==> src/hdl/ccrod_defs.svh <==
// Purpose: Offsets, field positions, reset values for the clock ratio block
// Assumes: Included by bare name from design files
// Notes: Offsets are word-aligned byte addresses on the register port
`ifndef CCROD_DEFS_SVH
`define CCROD_DEFS_SVH
`define CCROD_RATIO_OFS 4'h0
`define CCROD_ODIV_OFS 4'h4
`define CCROD_RATIO_RST 32'h0000_28A8
`define CCROD_ODIV_RST 32'h0003_0000
`define CCROD_RATIO_WMASK 32'hFFFF_FFFF
`define CCROD_FABRIC_LSB 12
`define CCROD_ACM_LSB 8
`define CCROD_ABUS_LSB 6
`define CCROD_P1_LSB 4
`define CCROD_P0_LSB 2
`define CCROD_OUT3_LSB 16
`define CCROD_OUT2_LSB 8
`define CCROD_OUT1_LSB 0
`define CCROD_DIV_W 5
`define CCROD_HALF_OFS 5
`define CCROD_RST_OFS 6
`endif

==> src/hdl/ccrod_pkg.sv <==
// Purpose: Types for the clock ratio and output divider block
// Assumes: Used with ccrod_defs.svh
// Notes: Holds types only
package ccrod_pkg;
  typedef struct packed {
    logic [4:0] divide;
    logic half_step;
    logic counter_reset;
    logic pll_driven;
  } ccrod_odiv_cfg_type;
  typedef enum logic [1:0] {
    CCROD_IDLE = 2'b00,
    CCROD_WRITE = 2'b01,
    CCROD_READ = 2'b11
  } ccrod_bus_state_type;
endpackage

==> src/hdl/ccrod_out_div.sv <==
// Purpose: One global output divider with integer and half-step modes
// Assumes: Source clock enable arrives as a one-cycle tick
// Notes: Half-step counts to half the field, dropping its low bit
`timescale 1ns/1ns
module ccrod_out_div
  import ccrod_pkg::*;
(
  input wire logic clk_in, // Block clock
  input wire logic rst_in, // Async reset, high
  input wire ccrod_odiv_cfg_type cfg_in, // Divider settings
  input wire logic src_tick_in, // Source clock tick
  output logic tick_out // Divided output tick
);
  logic [4:0] cnt_q;
  logic [4:0] cnt_d;
  logic [4:0] limit;
  logic rst_q;
  logic rst_rise;
  logic wrap;
  // Counter reset on rising edge, ignored when the PLL drives output
  assign rst_rise = cfg_in.counter_reset & ~rst_q &
    ~cfg_in.pll_driven; // RL10 RL11 RL12
  // Half-step uses a span of half the field plus one; take half the field in source ticks
  assign limit = (cfg_in.half_step && !cfg_in.pll_driven) ?
    {1'b0, cfg_in.divide[4:1]} : cfg_in.divide; // RL13 RL14 RL15 RL22
  assign wrap = src_tick_in && (cnt_q >= limit);
  assign cnt_d = rst_rise ? 5'h0_0 : (wrap ? 5'h0_0 :
    (src_tick_in ? cnt_q + 5'h0_1 : cnt_q));
  // Divide count and edge history
  always_ff @(posedge clk_in or posedge rst_in) begin
    if (rst_in) begin
      cnt_q <= 5'h0_0;
      rst_q <= 1'b0;
      tick_out <= 1'b0;
    end else begin
      cnt_q <= cnt_d;
      rst_q <= cfg_in.counter_reset;
      tick_out <= wrap & ~rst_rise;
    end
  end
endmodule

==> src/hdl/ccrod_top.sv <==
// Purpose: Peripheral clock ratio and global output divider control
// Assumes: Registers reached by a simple word port; ticks mark divided clocks
// Notes: Each divided clock is a one-cycle enable on the main clock
`timescale 1ns/1ns
`include "ccrod_defs.svh"
// Overview of operation
// RL1 - Fabric ratio 00/01/10 gives 1,2,4
// RL2 - Fabric interface ratio only 1:1, 2:1, 4:1
// RL3 - Non-unity ratio: fabric uses matching second global
// RL4 - Unity ratio: fabric may use alternate first global
// RL5 - Ratio field drives fabric timing strobes
// RL6 - One-hot analog block divider off second peripheral
// RL7 - Analog bus clock divides main by 1,2,4
// RL8 - Second peripheral clock divides main by 1,2,4
// RL9 - First peripheral clock divides main by 1,2,4
// RL10 - Third output counter reset on rising edge
// RL11 - Second output counter reset on rising edge
// RL12 - First output counter reset on rising edge
// RL13 - Third half-step bit selects half-step divisor
// RL14 - Second half-step bit selects half-step divisor
// RL15 - First half-step bit selects half-step divisor
// RL16 - Third divide field plus one, reset 00011
// RL17 - Second divide field plus one, reset zero
// RL18 - First divide field plus one, reset zero
// RL19 - Software preserves reserved bits on updates
// RL20 - Example: second divide 3, ratio 2
// RL21 - Alternative: second path fed from first; code feeds third from second instead
// RL22 - Half-step only when not PLL fed
// RL23 - Half-step needs even field 0..28
// RL24 - Reserved ratio codes act as divide by four
module ccrod_top
  import ccrod_pkg::*;
(
  input wire logic clock_in, // Main subsystem clock
  input wire logic rst_in, // Async reset, high
  input wire logic reg_sel_in, // Register access strobe
  input wire logic reg_wr_in, // Write when high
  input wire logic [3:0] reg_addr_in, // Byte address
  input wire logic [31:0] reg_wdata_in, // Write data
  input wire logic [2:0] pll_drives_in, // PLL feeds outputs 3..1
  output logic [31:0] reg_rdata_out, // Read data
  output logic first_periph_bus_clock_out, // First peripheral tick
  output logic second_periph_bus_clock_out, // Second peripheral tick
  output logic analog_bus_clock_out, // Analog bus tick
  output logic analog_block_clock_out, // Analog block tick
  output logic fabric_strobe_out, // Fabric interface timing strobe
  output logic [2:0] global_clock_out // Global output ticks 3..1
);
  logic [31:0] ratio_q;
  logic [31:0] odiv_q;
  logic [2:0] pll_s1_q;
  logic [2:0] pll_s2_q;
  logic [3:0] pre_q;
  logic [3:0] acm_q;
  logic [1:0] fabric_field;
  logic [3:0] acm_field;
  logic p1_tick;
  logic p0_tick;
  logic ab_tick;
  logic fb_tick;
  logic acm_tick;
  logic [31:0] rdata_d;
  logic [2:0] gtick;
  logic [2:0] gsrc;
  ccrod_odiv_cfg_type cfg [3];
  ccrod_bus_state_type bus_state;

  // Ratio decode 00:1, 01:2, 10:4, reserved 11 treated as 4
  function automatic logic ratio_tick(input logic [1:0] code,
    input logic [3:0] pre);
    logic r;
    r = 1'b0;
    case (code)
      2'b00: r = 1'b1; // RL1
      2'b01: r = pre[0]; // RL1
      default: r = pre[1] & pre[0]; // RL24
    endcase
    return r;
  endfunction

  // One-hot analog block divisor to a mask on the tick counter
  function automatic logic acm_match(input logic [3:0] code,
    input logic [3:0] cnt);
    logic r;
    r = 1'b0;
    case (code)
      4'b0001: r = 1'b1;
      4'b0010: r = cnt[0];
      4'b0100: r = &cnt[1:0];
      4'b1000: r = &cnt[2:0];
      default: r = &cnt[3:0];
    endcase
    return r;
  endfunction

  // Bus phase for visibility
  assign bus_state = !reg_sel_in ? CCROD_IDLE :
    (reg_wr_in ? CCROD_WRITE : CCROD_READ);
  assign fabric_field = ratio_q[`CCROD_FABRIC_LSB +: 2];
  assign acm_field = ratio_q[`CCROD_ACM_LSB +: 4];

  // Prescaler ticks for peripheral derived clocks
  assign p0_tick = ratio_tick(ratio_q[`CCROD_P0_LSB +: 2], pre_q); // RL9
  assign p1_tick = ratio_tick(ratio_q[`CCROD_P1_LSB +: 2], pre_q); // RL8
  assign ab_tick = ratio_tick(ratio_q[`CCROD_ABUS_LSB +: 2], pre_q); // RL7
  assign fb_tick = ratio_tick(fabric_field, pre_q); // RL5
  assign acm_tick = p1_tick & acm_match(acm_field, acm_q); // RL6

  // Register readback; reserved bits read back as stored
  assign rdata_d = (bus_state != CCROD_READ) ? 32'h0000_0000 :
    (reg_addr_in == `CCROD_RATIO_OFS) ? ratio_q :
    (reg_addr_in == `CCROD_ODIV_OFS) ? odiv_q : 32'h0000_0000;

  // Per-output divider settings
  genvar gi;
  generate
    for (gi = 0; gi < 3; gi++) begin : g_out
      localparam int LSB = 8 * gi;
      assign cfg[gi].divide = odiv_q[LSB +: `CCROD_DIV_W];
      assign cfg[gi].half_step = odiv_q[LSB + `CCROD_HALF_OFS];
      assign cfg[gi].counter_reset = odiv_q[LSB + `CCROD_RST_OFS];
      assign cfg[gi].pll_driven = pll_s2_q[gi];
      ccrod_out_div u_div (
        .clk_in(clock_in),
        .rst_in(rst_in),
        .cfg_in(cfg[gi]),
        .src_tick_in(gsrc[gi]),
        .tick_out(gtick[gi])
      );
    end
  endgenerate
  // Third output divides the second global output tick
  assign gsrc = {gtick[1], 1'b1, 1'b1};

  // Register writes
  always_ff @(posedge clock_in or posedge rst_in) begin
    if (rst_in) begin
      ratio_q <= `CCROD_RATIO_RST;
      odiv_q <= `CCROD_ODIV_RST; // RL16
    end else if (bus_state == CCROD_WRITE) begin
      if (reg_addr_in == `CCROD_RATIO_OFS) begin
        ratio_q <= reg_wdata_in;
      end else if (reg_addr_in == `CCROD_ODIV_OFS) begin
        odiv_q <= reg_wdata_in;
      end
    end
  end

  // PLL drive status synchroniser
  always_ff @(posedge clock_in or posedge rst_in) begin
    if (rst_in) begin
      pll_s1_q <= 3'h0;
      pll_s2_q <= 3'h0;
    end else begin
      pll_s1_q <= pll_drives_in;
      pll_s2_q <= pll_s1_q; // RL22
    end
  end

  // Prescale counters
  always_ff @(posedge clock_in or posedge rst_in) begin
    if (rst_in) begin
      pre_q <= 4'h0;
      acm_q <= 4'h0;
    end else begin
      pre_q <= pre_q + 4'h1;
      if (p1_tick) begin
        acm_q <= acm_q + 4'h1;
      end
    end
  end

  // Registered outputs
  always_ff @(posedge clock_in or posedge rst_in) begin
    if (rst_in) begin
      reg_rdata_out <= 32'h0000_0000;
      first_periph_bus_clock_out <= 1'b0;
      second_periph_bus_clock_out <= 1'b0;
      analog_bus_clock_out <= 1'b0;
      analog_block_clock_out <= 1'b0;
      fabric_strobe_out <= 1'b0;
      global_clock_out <= 3'h0;
    end else begin
      reg_rdata_out <= rdata_d;
      first_periph_bus_clock_out <= p0_tick;
      second_periph_bus_clock_out <= p1_tick;
      analog_bus_clock_out <= ab_tick;
      analog_block_clock_out <= acm_tick;
      fabric_strobe_out <= fb_tick; // RL2
      global_clock_out <= gtick; // RL17 RL18
    end
  end

  // Checks
  a_fab_unity: assert property (@(posedge clock_in) disable iff (rst_in)
    fabric_field == 2'b00 |=> fabric_strobe_out) // RL1
    else $error("unity ratio strobe missing");
  a_fab_half: assert property (@(posedge clock_in) disable iff (rst_in)
    fb_tick && fabric_field == 2'b01 |=> !fb_tick) // RL1
    else $error("half ratio strobe back to back");
  a_fab_resv: assert property (@(posedge clock_in) disable iff (rst_in)
    fabric_field == 2'b11 |-> fb_tick == (pre_q[1:0] == 2'b11)) // RL24
    else $error("reserved ratio not divide by four");
  a_p0_quarter: assert property (@(posedge clock_in) disable iff (rst_in)
    ratio_q[3:2] == 2'b10 && p0_tick |=>
    (!p0_tick || ratio_q[3:2] != 2'b10)[*3]) // RL9
    else $error("first peripheral quarter rate wrong");
  a_p1_unity: assert property (@(posedge clock_in) disable iff (rst_in)
    ratio_q[5:4] == 2'b00 |-> p1_tick) // RL8
    else $error("second peripheral unity wrong");
  a_abus_half: assert property (@(posedge clock_in) disable iff (rst_in)
    ratio_q[7:6] == 2'b01 |-> ab_tick == pre_q[0]) // RL7
    else $error("analog bus half rate wrong");
  a_acm_gate: assert property (@(posedge clock_in) disable iff (rst_in)
    acm_tick |-> p1_tick) // RL6
    else $error("analog block tick without source");
  a_odiv_reset: assert property (@(posedge clock_in) disable iff (rst_in)
    $past(rst_in) |-> odiv_q == `CCROD_ODIV_RST) // RL16
    else $error("divider register reset value wrong");
  a_out_one: assert property (@(posedge clock_in) disable iff (rst_in)
    cfg[0].divide == 5'h0_0 && !cfg[0].half_step && !cfg[0].counter_reset
    |=> gtick[0]) // RL18 RL15 RL12
    else $error("first output divide by one wrong");
  // Peripheral, analog and fabric ratio decode checks
  a_p0_unity: assert property (@(posedge clock_in) disable iff (rst_in)
    ratio_q[3:2] == 2'b00 |-> p0_tick) // RL9
    else $error("first peripheral unity wrong");
  a_p0_half: assert property (@(posedge clock_in) disable iff (rst_in)
    ratio_q[3:2] == 2'b01 |-> p0_tick == pre_q[0]) // RL9
    else $error("first peripheral half rate wrong");
  a_p0_resv: assert property (@(posedge clock_in) disable iff (rst_in)
    ratio_q[3:2] == 2'b11 |-> p0_tick == (pre_q[1:0] == 2'b11)) // RL24
    else $error("first peripheral reserved code wrong");
  a_p1_half: assert property (@(posedge clock_in) disable iff (rst_in)
    ratio_q[5:4] == 2'b01 |-> p1_tick == pre_q[0]) // RL8
    else $error("second peripheral half rate wrong");
  a_p1_quarter: assert property (@(posedge clock_in) disable iff (rst_in)
    ratio_q[5:4] == 2'b10 |-> p1_tick == (pre_q[1:0] == 2'b11)) // RL8
    else $error("second peripheral quarter rate wrong");
  a_abus_unity: assert property (@(posedge clock_in) disable iff (rst_in)
    ratio_q[7:6] == 2'b00 |-> ab_tick) // RL7
    else $error("analog bus unity wrong");
  a_abus_quarter: assert property (@(posedge clock_in) disable iff (rst_in)
    ratio_q[7:6] == 2'b10 |-> ab_tick == (pre_q[1:0] == 2'b11)) // RL7
    else $error("analog bus quarter rate wrong");
  a_fab_quarter: assert property (@(posedge clock_in) disable iff (rst_in)
    fabric_field == 2'b10 |-> fb_tick == (pre_q[1:0] == 2'b11)) // RL5
    else $error("fabric quarter strobe wrong");
  a_fab_out: assert property (@(posedge clock_in) disable iff (rst_in)
    fabric_strobe_out == $past(fb_tick)) // RL5
    else $error("fabric strobe not registered");
  a_acm_unity: assert property (@(posedge clock_in) disable iff (rst_in)
    acm_field == 4'b0001 |-> acm_tick == p1_tick) // RL6
    else $error("analog block unity wrong");
  a_acm_eighth: assert property (@(posedge clock_in) disable iff (rst_in)
    acm_field == 4'b1000 && acm_tick |-> acm_q[2:0] == 3'h7) // RL6
    else $error("analog block divide by eight wrong");
  a_acm_sixteen: assert property (@(posedge clock_in) disable iff (rst_in)
    acm_field == 4'b0000 && acm_tick |-> acm_q == 4'hF) // RL6
    else $error("analog block divide by sixteen wrong");
  // Register port checks
  a_ratio_store: assert property (@(posedge clock_in) disable iff (rst_in)
    bus_state == CCROD_WRITE && reg_addr_in == `CCROD_RATIO_OFS
    |=> ratio_q == $past(reg_wdata_in)) // RL1
    else $error("ratio register write lost");
  a_odiv_store: assert property (@(posedge clock_in) disable iff (rst_in)
    bus_state == CCROD_WRITE && reg_addr_in == `CCROD_ODIV_OFS
    |=> odiv_q == $past(reg_wdata_in)) // RL16
    else $error("divider register write lost");
  a_read_idle: assert property (@(posedge clock_in) disable iff (rst_in)
    bus_state != CCROD_READ |=> reg_rdata_out == 32'h0000_0000)
    else $error("read data not cleared");
  a_read_ratio: assert property (@(posedge clock_in) disable iff (rst_in)
    bus_state == CCROD_READ && reg_addr_in == `CCROD_RATIO_OFS
    |=> reg_rdata_out == $past(ratio_q))
    else $error("ratio readback wrong");
  a_read_odiv: assert property (@(posedge clock_in) disable iff (rst_in)
    bus_state == CCROD_READ && reg_addr_in == `CCROD_ODIV_OFS
    |=> reg_rdata_out == $past(odiv_q))
    else $error("divider readback wrong");
  // Output divider checks
  a_pll_sync: assert property (@(posedge clock_in) disable iff (rst_in)
    pll_s2_q == $past(pll_s1_q)) // RL22
    else $error("pll status synchroniser wrong");
  a_out1_reset: assert property (@(posedge clock_in) disable iff (rst_in)
    $rose(cfg[0].counter_reset) && !cfg[0].pll_driven
    |=> g_out[0].u_div.cnt_q == 5'h0_0) // RL12
    else $error("first output counter not reset");
  a_out2_reset: assert property (@(posedge clock_in) disable iff (rst_in)
    $rose(cfg[1].counter_reset) && !cfg[1].pll_driven
    |=> g_out[1].u_div.cnt_q == 5'h0_0) // RL11
    else $error("second output counter not reset");
  a_out3_reset: assert property (@(posedge clock_in) disable iff (rst_in)
    $rose(cfg[2].counter_reset) && !cfg[2].pll_driven
    |=> g_out[2].u_div.cnt_q == 5'h0_0) // RL10
    else $error("third output counter not reset");
  a_gclk_out: assert property (@(posedge clock_in) disable iff (rst_in)
    global_clock_out == $past(gtick)) // RL17 RL18
    else $error("global ticks not registered");
  c_write_ratio: cover property (@(posedge clock_in)
    bus_state == CCROD_WRITE && reg_addr_in == `CCROD_RATIO_OFS);
  c_fab_quarter: cover property (@(posedge clock_in)
    fabric_field == 2'b10 && fb_tick);
  c_out2_tick: cover property (@(posedge clock_in) gtick[1]);
  c_half_mode: cover property (@(posedge clock_in)
    cfg[2].half_step && gtick[2]);
  // RL10 RL11 RL13 RL14 handled per output in the divider instances
endmodule

==> config.mk <==
export PLATFORM = sky130hd
export DESIGN_NAME = ccrod_top
export DESIGN_NICKNAME = d
export VERILOG_FILES = /design/src/hdl/ccrod_pkg.sv /design/src/hdl/ccrod_out_div.sv /design/src/hdl/ccrod_top.sv
export VERILOG_INCLUDE_DIRS = /design/src /design/src/hdl
export SDC_FILE = /design/constraint.sdc
export NUM_CORES = 1
export LEC_CHECK = 0
export BUFFER_PORTS_ARGS = -buffer_cell sky130_fd_sc_hd__buf_4
export CORE_AREA = 3 3 113 115
export CTS_BUF_LIST = sky130_fd_sc_hd__clkbuf_16
export DETAILED_ROUTE_END_ITERATION = 8
export DIE_AREA = 0 0 116 118
export PLACE_DENSITY = 0.7
export SYNTH_ARGS = -nofsm -noshare
export SYNTH_HDL_FRONTEND = slang
export SYNTH_HIERARCHICAL = 1
export SYNTH_SLANG_ARGS = --single-unit
export TNS_END_PERCENT = 100
==> constraint.sdc <==
create_clock -name clock_in -period 4.9 [get_ports clock_in]
set_input_delay 0.98 -clock clock_in [delete_from_list [all_inputs] [get_ports clock_in]]
set_output_delay 0.98 -clock clock_in [all_outputs]
set_load 0.01 [all_outputs]
### Word-level counts from Yosys, hierarchy flattened

Cells that the tools add are included.

* memories kept: 0
* latch bits: 0
* output and inout port bits: 40
* bits of input ports: 43
* logic and storage cells: 100
* ROM bits: 0
* register bits: 139
* memory bits (writable): 0

* equal/unequal tests: 11
* div/mod/pow operators: 0
* shift operators: 0
* multiply operators: 0
* bitwise gates (word level): 21
* $lt $le $gt $ge: 3
* reduce and logical (&&, ||, !) cells: 18
* add/sub/neg operators: 5
* mux-type cells: 20

Operators with widths (count)
* 32-bit 2-to-1 mux: 3
* 5-bit 2-to-1 mux: 10
* 5-bit by 1-bit adder with 5-bit output (second input constant): 3
* 5-bit >= comparator: 3
* 1-bit bitwise AND: 11
* 2-bit by 1-bit equality test with 1-bit output (second input constant): 5
* 1-bit NOT: 10
* 4-bit by 1-bit adder with 4-bit output (second input constant): 2
* 4-bit by 3-bit equality test with 1-bit output (second input constant): 2
* 2-bit logical NOT: 4
* 1-bit one-hot mux with 2 select lines: 4
* 3-bit AND reduction: 2
* 4-bit by 1-bit equality test with 1-bit output (second input constant): 1
* 4-bit by 2-bit equality test with 1-bit output (second input constant): 1
* 4-bit equality test (second input constant): 1
* 1-bit logical AND: 4
* 4-bit logical NOT: 1
* 2-bit 2-to-1 mux: 2
* 1-bit one-hot mux with 4 select lines: 1
* 2-bit AND reduction: 2
* 4-bit AND reduction: 1
* 1-bit logical NOT: 3
* 3-bit nonzero test: 1
* 2-bit != test (second input constant): 1

### Longest topological paths before layout

* depth in word-level cells: 7
* mapped depth: 8
* mapped depth without buffers: 7

### Cells and area by module

The synthesis kept the hierarchy.

By module, submodules not included
* ccrod_top: times used 1, area each 4433.0 sq um, cells each 302
* ccrod_out_div: times used 3, area each 485.5 sq um, cells each 50

### Worst setup path after synthesis

No wires, ideal clock.

* path kind: input port to flip-flop
* from: in reg_addr_in[1]
* to: reg ratio_q[0]
* stages on the path: 5
* data required time: 4.773 ns
* library setup time: 0.127 ns
* buffers on the path: 1
* data arrival time: 1.981 ns
* slack: 2.792 ns
* path through: nor3_4 -> nand3_1 -> nor2_4 -> buf_6 -> mux2_1

* longest elaborated chain between the ends: 2

Ends and longest elaborated chain
* from (decl): RTL line ccrod_top.sv:38 `input wire logic [3:0] reg_addr_in,`
* 4-bit logical NOT (no line)
* 2-bit AND reduction (no line)
* to (signal assigned): RTL line ccrod_top.sv:138 `` ratio_q <= `CCROD_RATIO_RST; ``
* to (signal assigned): RTL line ccrod_top.sv:142 `ratio_q <= reg_wdata_in;`
* to (decl): RTL line ccrod_top.sv:49 `logic [31:0] ratio_q;`

Every way passes these cells.
A chain may end at the register's enable or synchronous reset.

### Final worst setup path

* from: in reg_addr_in[1]
* to: reg ratio_q[31]

Same word-level chain as after synthesis.

==> out/results.ini <==
[floorplanning]
fp.coreArea_sq_um = 11900
die-width_um = 116
die_y_um = 118
rows = 40
die_area_sq_um = 13700
initial_core_util_pct = 49.4
ios = 83

[cells_and_area]
layout.nets = 611
diodes = 0
syn_to_final_growth_pct = 23.0
layout-drive-gt1-share_pct = 25.4
fin_area_sq_um = 7250

[drt]
ant_nets = 0
dr.pass1.iters = 6
initialDrtViolationCount = 159
avgViaCountPerCell = 5.34
drc_errors = 0
wl_um = 11700
num_vias = 3768
wire_per_inst_um = 16.5

[critical_path]
worst_setup_path_end_kind = flip-flop
critPathLaunchType = input pin
cp.arrival_ns = 2.75
worstSetupPathType = input pin to flip-flop
cp.required_ns = 5.20
reg2reg_depth = 7
crit_fanout = 32

[logic_synthesis]
synth_top_family_by_area = multiplexers
synth_warnings = 6
synth_cell_types = 42
yosysSeqAreaShare_pct = 58.4
syn_inst = 452
synth_xor_xnor_area_share_pct = 1.78
syn_area_per_cell_sq_um = 13.0
ys_ff_latch = 137
synth-async-reset-ratio_pct = 100
synthAdderAreaFrac_pct = 4.46
netlist_area_sq_um = 5890
synth-main-ff-cell = dfrtp_1
synth_compound_area_share_pct = 8.24
synth-simple-area-share_pct = 9.03
synth.area.mux_share_pct = 14.7
synth-edff-count = 0

[timing]
rsz0062_at_grt = false
min_period_over_period_pct = 50.0
hold-worst-slack_ns = 0.350
hold_viol = 0
slew_headroom_pct = 30.5
setup_viol = 0
fin_tns_setup_ns = 0
period_needed_ns = 2.45
finClkSkew_ns = 0.0113
worst_pin_slew_ns = 1.04
max_freq_mhz = 408
drv_slew = 0

[cts]
cts.sinks = 137
numCtsBuffers = 17
postCtsSetupBuffers = 0
tritoncts = built
clock_latency_ns = 0.42
cts-root-buf = clkbuf_16
clk_pin_slew_worst_paths_ns = 0.06
clock_path_buffers = 2
cts_resized = 0
htree_levels = 4
ctsHoldBuffers = 0

[run]
maxCapViolations = 0

[worst_hold_path]
min_path_type = flip-flop to flip-flop
hold_depth = 0

[placement]
gp_congestion = 0.787
port_buffers = 82
place_area_sq_um = 6640
dp_hpwl_um = 8010

[pwr]
leakage_uw = 0.00354
ir_worst_vdd_uv = 207
power_density_nw_per_um2 = 468

[outcome]
status = finished clean

[grt]
grt_pass1_vias = 4042
grt_util_all_layers_pct = 18.7
antenna_found_initial = 0
grt_remaining_overflow = 0
grt_pass1_wl_um = 20100
grt_max_degree = 47

-- per-stage QoR --
step / cells / utilization, % / worst slack [ns] / power, uW
floorplan: 465 / - / 0.859 / 1900
global placement: 675 / 55.7 / 2.03 / 2060
detailed placement: 675 / 55.7 / 1.98 / 2100
CTS: 706 / 60.8 / 2.42 / 3420
global route: 706 / 60.8 / 2.33 / 3580
finish: 706 / 60.8 / 2.45 / 3390
-- registers in the layout, indices dropped and copies added, names as in the netlist, 2 cells and up --
register              count
g_out.u_div/cnt_q        15
reg_rdata_out            32
pll_s2_q                  3
ratio_q                  32
acm_q                     4
g_out.u_div/tick_out      3
pre_q                     2
pll_s1_q                  3
global_clock_out          3
odiv_q                   32
g_out.u_div/rst_q         3
-- synth_stat cells (3+ instances only) --
cell | number | area share, %
dfrtp_1 | 130 | 55
mux2_1 | 60 | 11
nor2_1 | 44 | 2.8
a22oi_1 | 32 | 4.1
ha_1 | 21 | 4.5
inv_1 | 13 | 0.83
xor2_1 | 11 | 1.6
buf_2 | 10 | 0.85
nand3_1 | 10 | 0.85
nand4_1 | 10 | 1.1
o21ai_0 | 10 | 0.85
mux2_2 | 9 | 1.7
mux2i_1 | 9 | 1.5
nand2_1 | 9 | 0.57
clkbuf_1 | 8 | 0.51
a21oi_1 | 7 | 0.59
dfstp_2 | 7 | 3.1
nand2b_1 | 7 | 0.74
buf_6 | 6 | 1.1
nor3b_1 | 5 | 0.64
a21o_1 | 3 | 0.38
a31oi_2 | 3 | 0.64
and3_1 | 3 | 0.32
o21a_1 | 3 | 0.38
o31ai_2 | 3 | 0.64
or3b_1 | 3 | 0.45
-- layout make-up --
type                       instances  area (sq um)
timing repair buffer              87           653
clock inverter                    14           181
inverter                          13          51.3
clock buffer                      17           425
fill                             944          4670
sequential                       137          3440
multi-input combinational        291          2310
tap                              147           184
-- path summary, 6_finish.rpt --
kind	slack, ns	startpoint	to
max reg2reg	2.72	odiv_q[21]	g_out[2].u_div/tick_out
min reg2reg	0.35	g_out[2].u_div/tick_out	global_clock_out[2]
max	2.45	reg_addr_in[1]	ratio_q[31]
min in group asynchronous	0.53	rst_in	g_out[1].u_div/cnt_q[3]
min	0.35	g_out[2].u_div/tick_out	global_clock_out[2]
max in group asynchronous	3.32	rst_in	ratio_q[7]
-- power by group --
| part | internal (uW) | total, uW | switching, uW |
|---|---|---|---|
| clock network | 842 | 1310 | 470 |
| logic | 296 | 584 | 288 |
| registers | 1340 | 1500 | 160 |
-- cell usage in the layout (no fill, tap or decap), types with 2 or more instances in the layout --
cell type and n:
mux2i_1 9, nor3b_1 5, a22oi_1 32, clkinv_4 2, xor2_1 11, inv_1 13
bufinv_16 4, or3b_1 3, clkinvlp_4 2, o21ai_0 10, a31oi_2 3, a21o_1 3
ha_1 21, dfstp_2 7, clkinv_1 3, o31ai_2 3, and3_1 3, mux2_2 9
dfrtp_1 130, nand2_1 9, nand4_1 10, mux2_1 60, buf_4 87, nand3_1 10
nand2b_1 7, o21a_1 3, conb_1 14, a21oi_1 7, clkbuf_16 17, nor2_1 44
-- per-layer routing --
layer / GRT usage, % / share of wire (%) / vias up / wire length [um]
li1: - / - / 1773 / -
met1: 23.8 / 44 / 1899 / 5120
met2: 30.3 / 50 / 81 / 5800
met3: 5.24 / 4.9 / 15 / 573
met4: 6.67 / 1.4 / 0 / 165
met5: 0 / 0 / - / 0
-- kinds of logic (layout without fill, tap and decap cells) --
| logic type | after synthesis | count (layout) |
|---|---|---|
| DFF | 137 | 137 |
| and+or+nand+nor | 100 | 100 |
| muxes | 78 | 78 |
| AOI/OAI and AO/OA | 66 | 66 |
| buffers and inverters | 37 | 131 |
| adders and majority gates | 21 | 21 |
| xor gates and xnor gates | 12 | 12 |
| other | 1 | 14 |
-- critical path: stages --
cell and delay (ns):
buf_4 0.13, nor3_4 0.25, nand3_1 0.16, nor2_4 0.80, mux2_2 0.42
No activity file was read; power rests on OpenSTA's default activity.
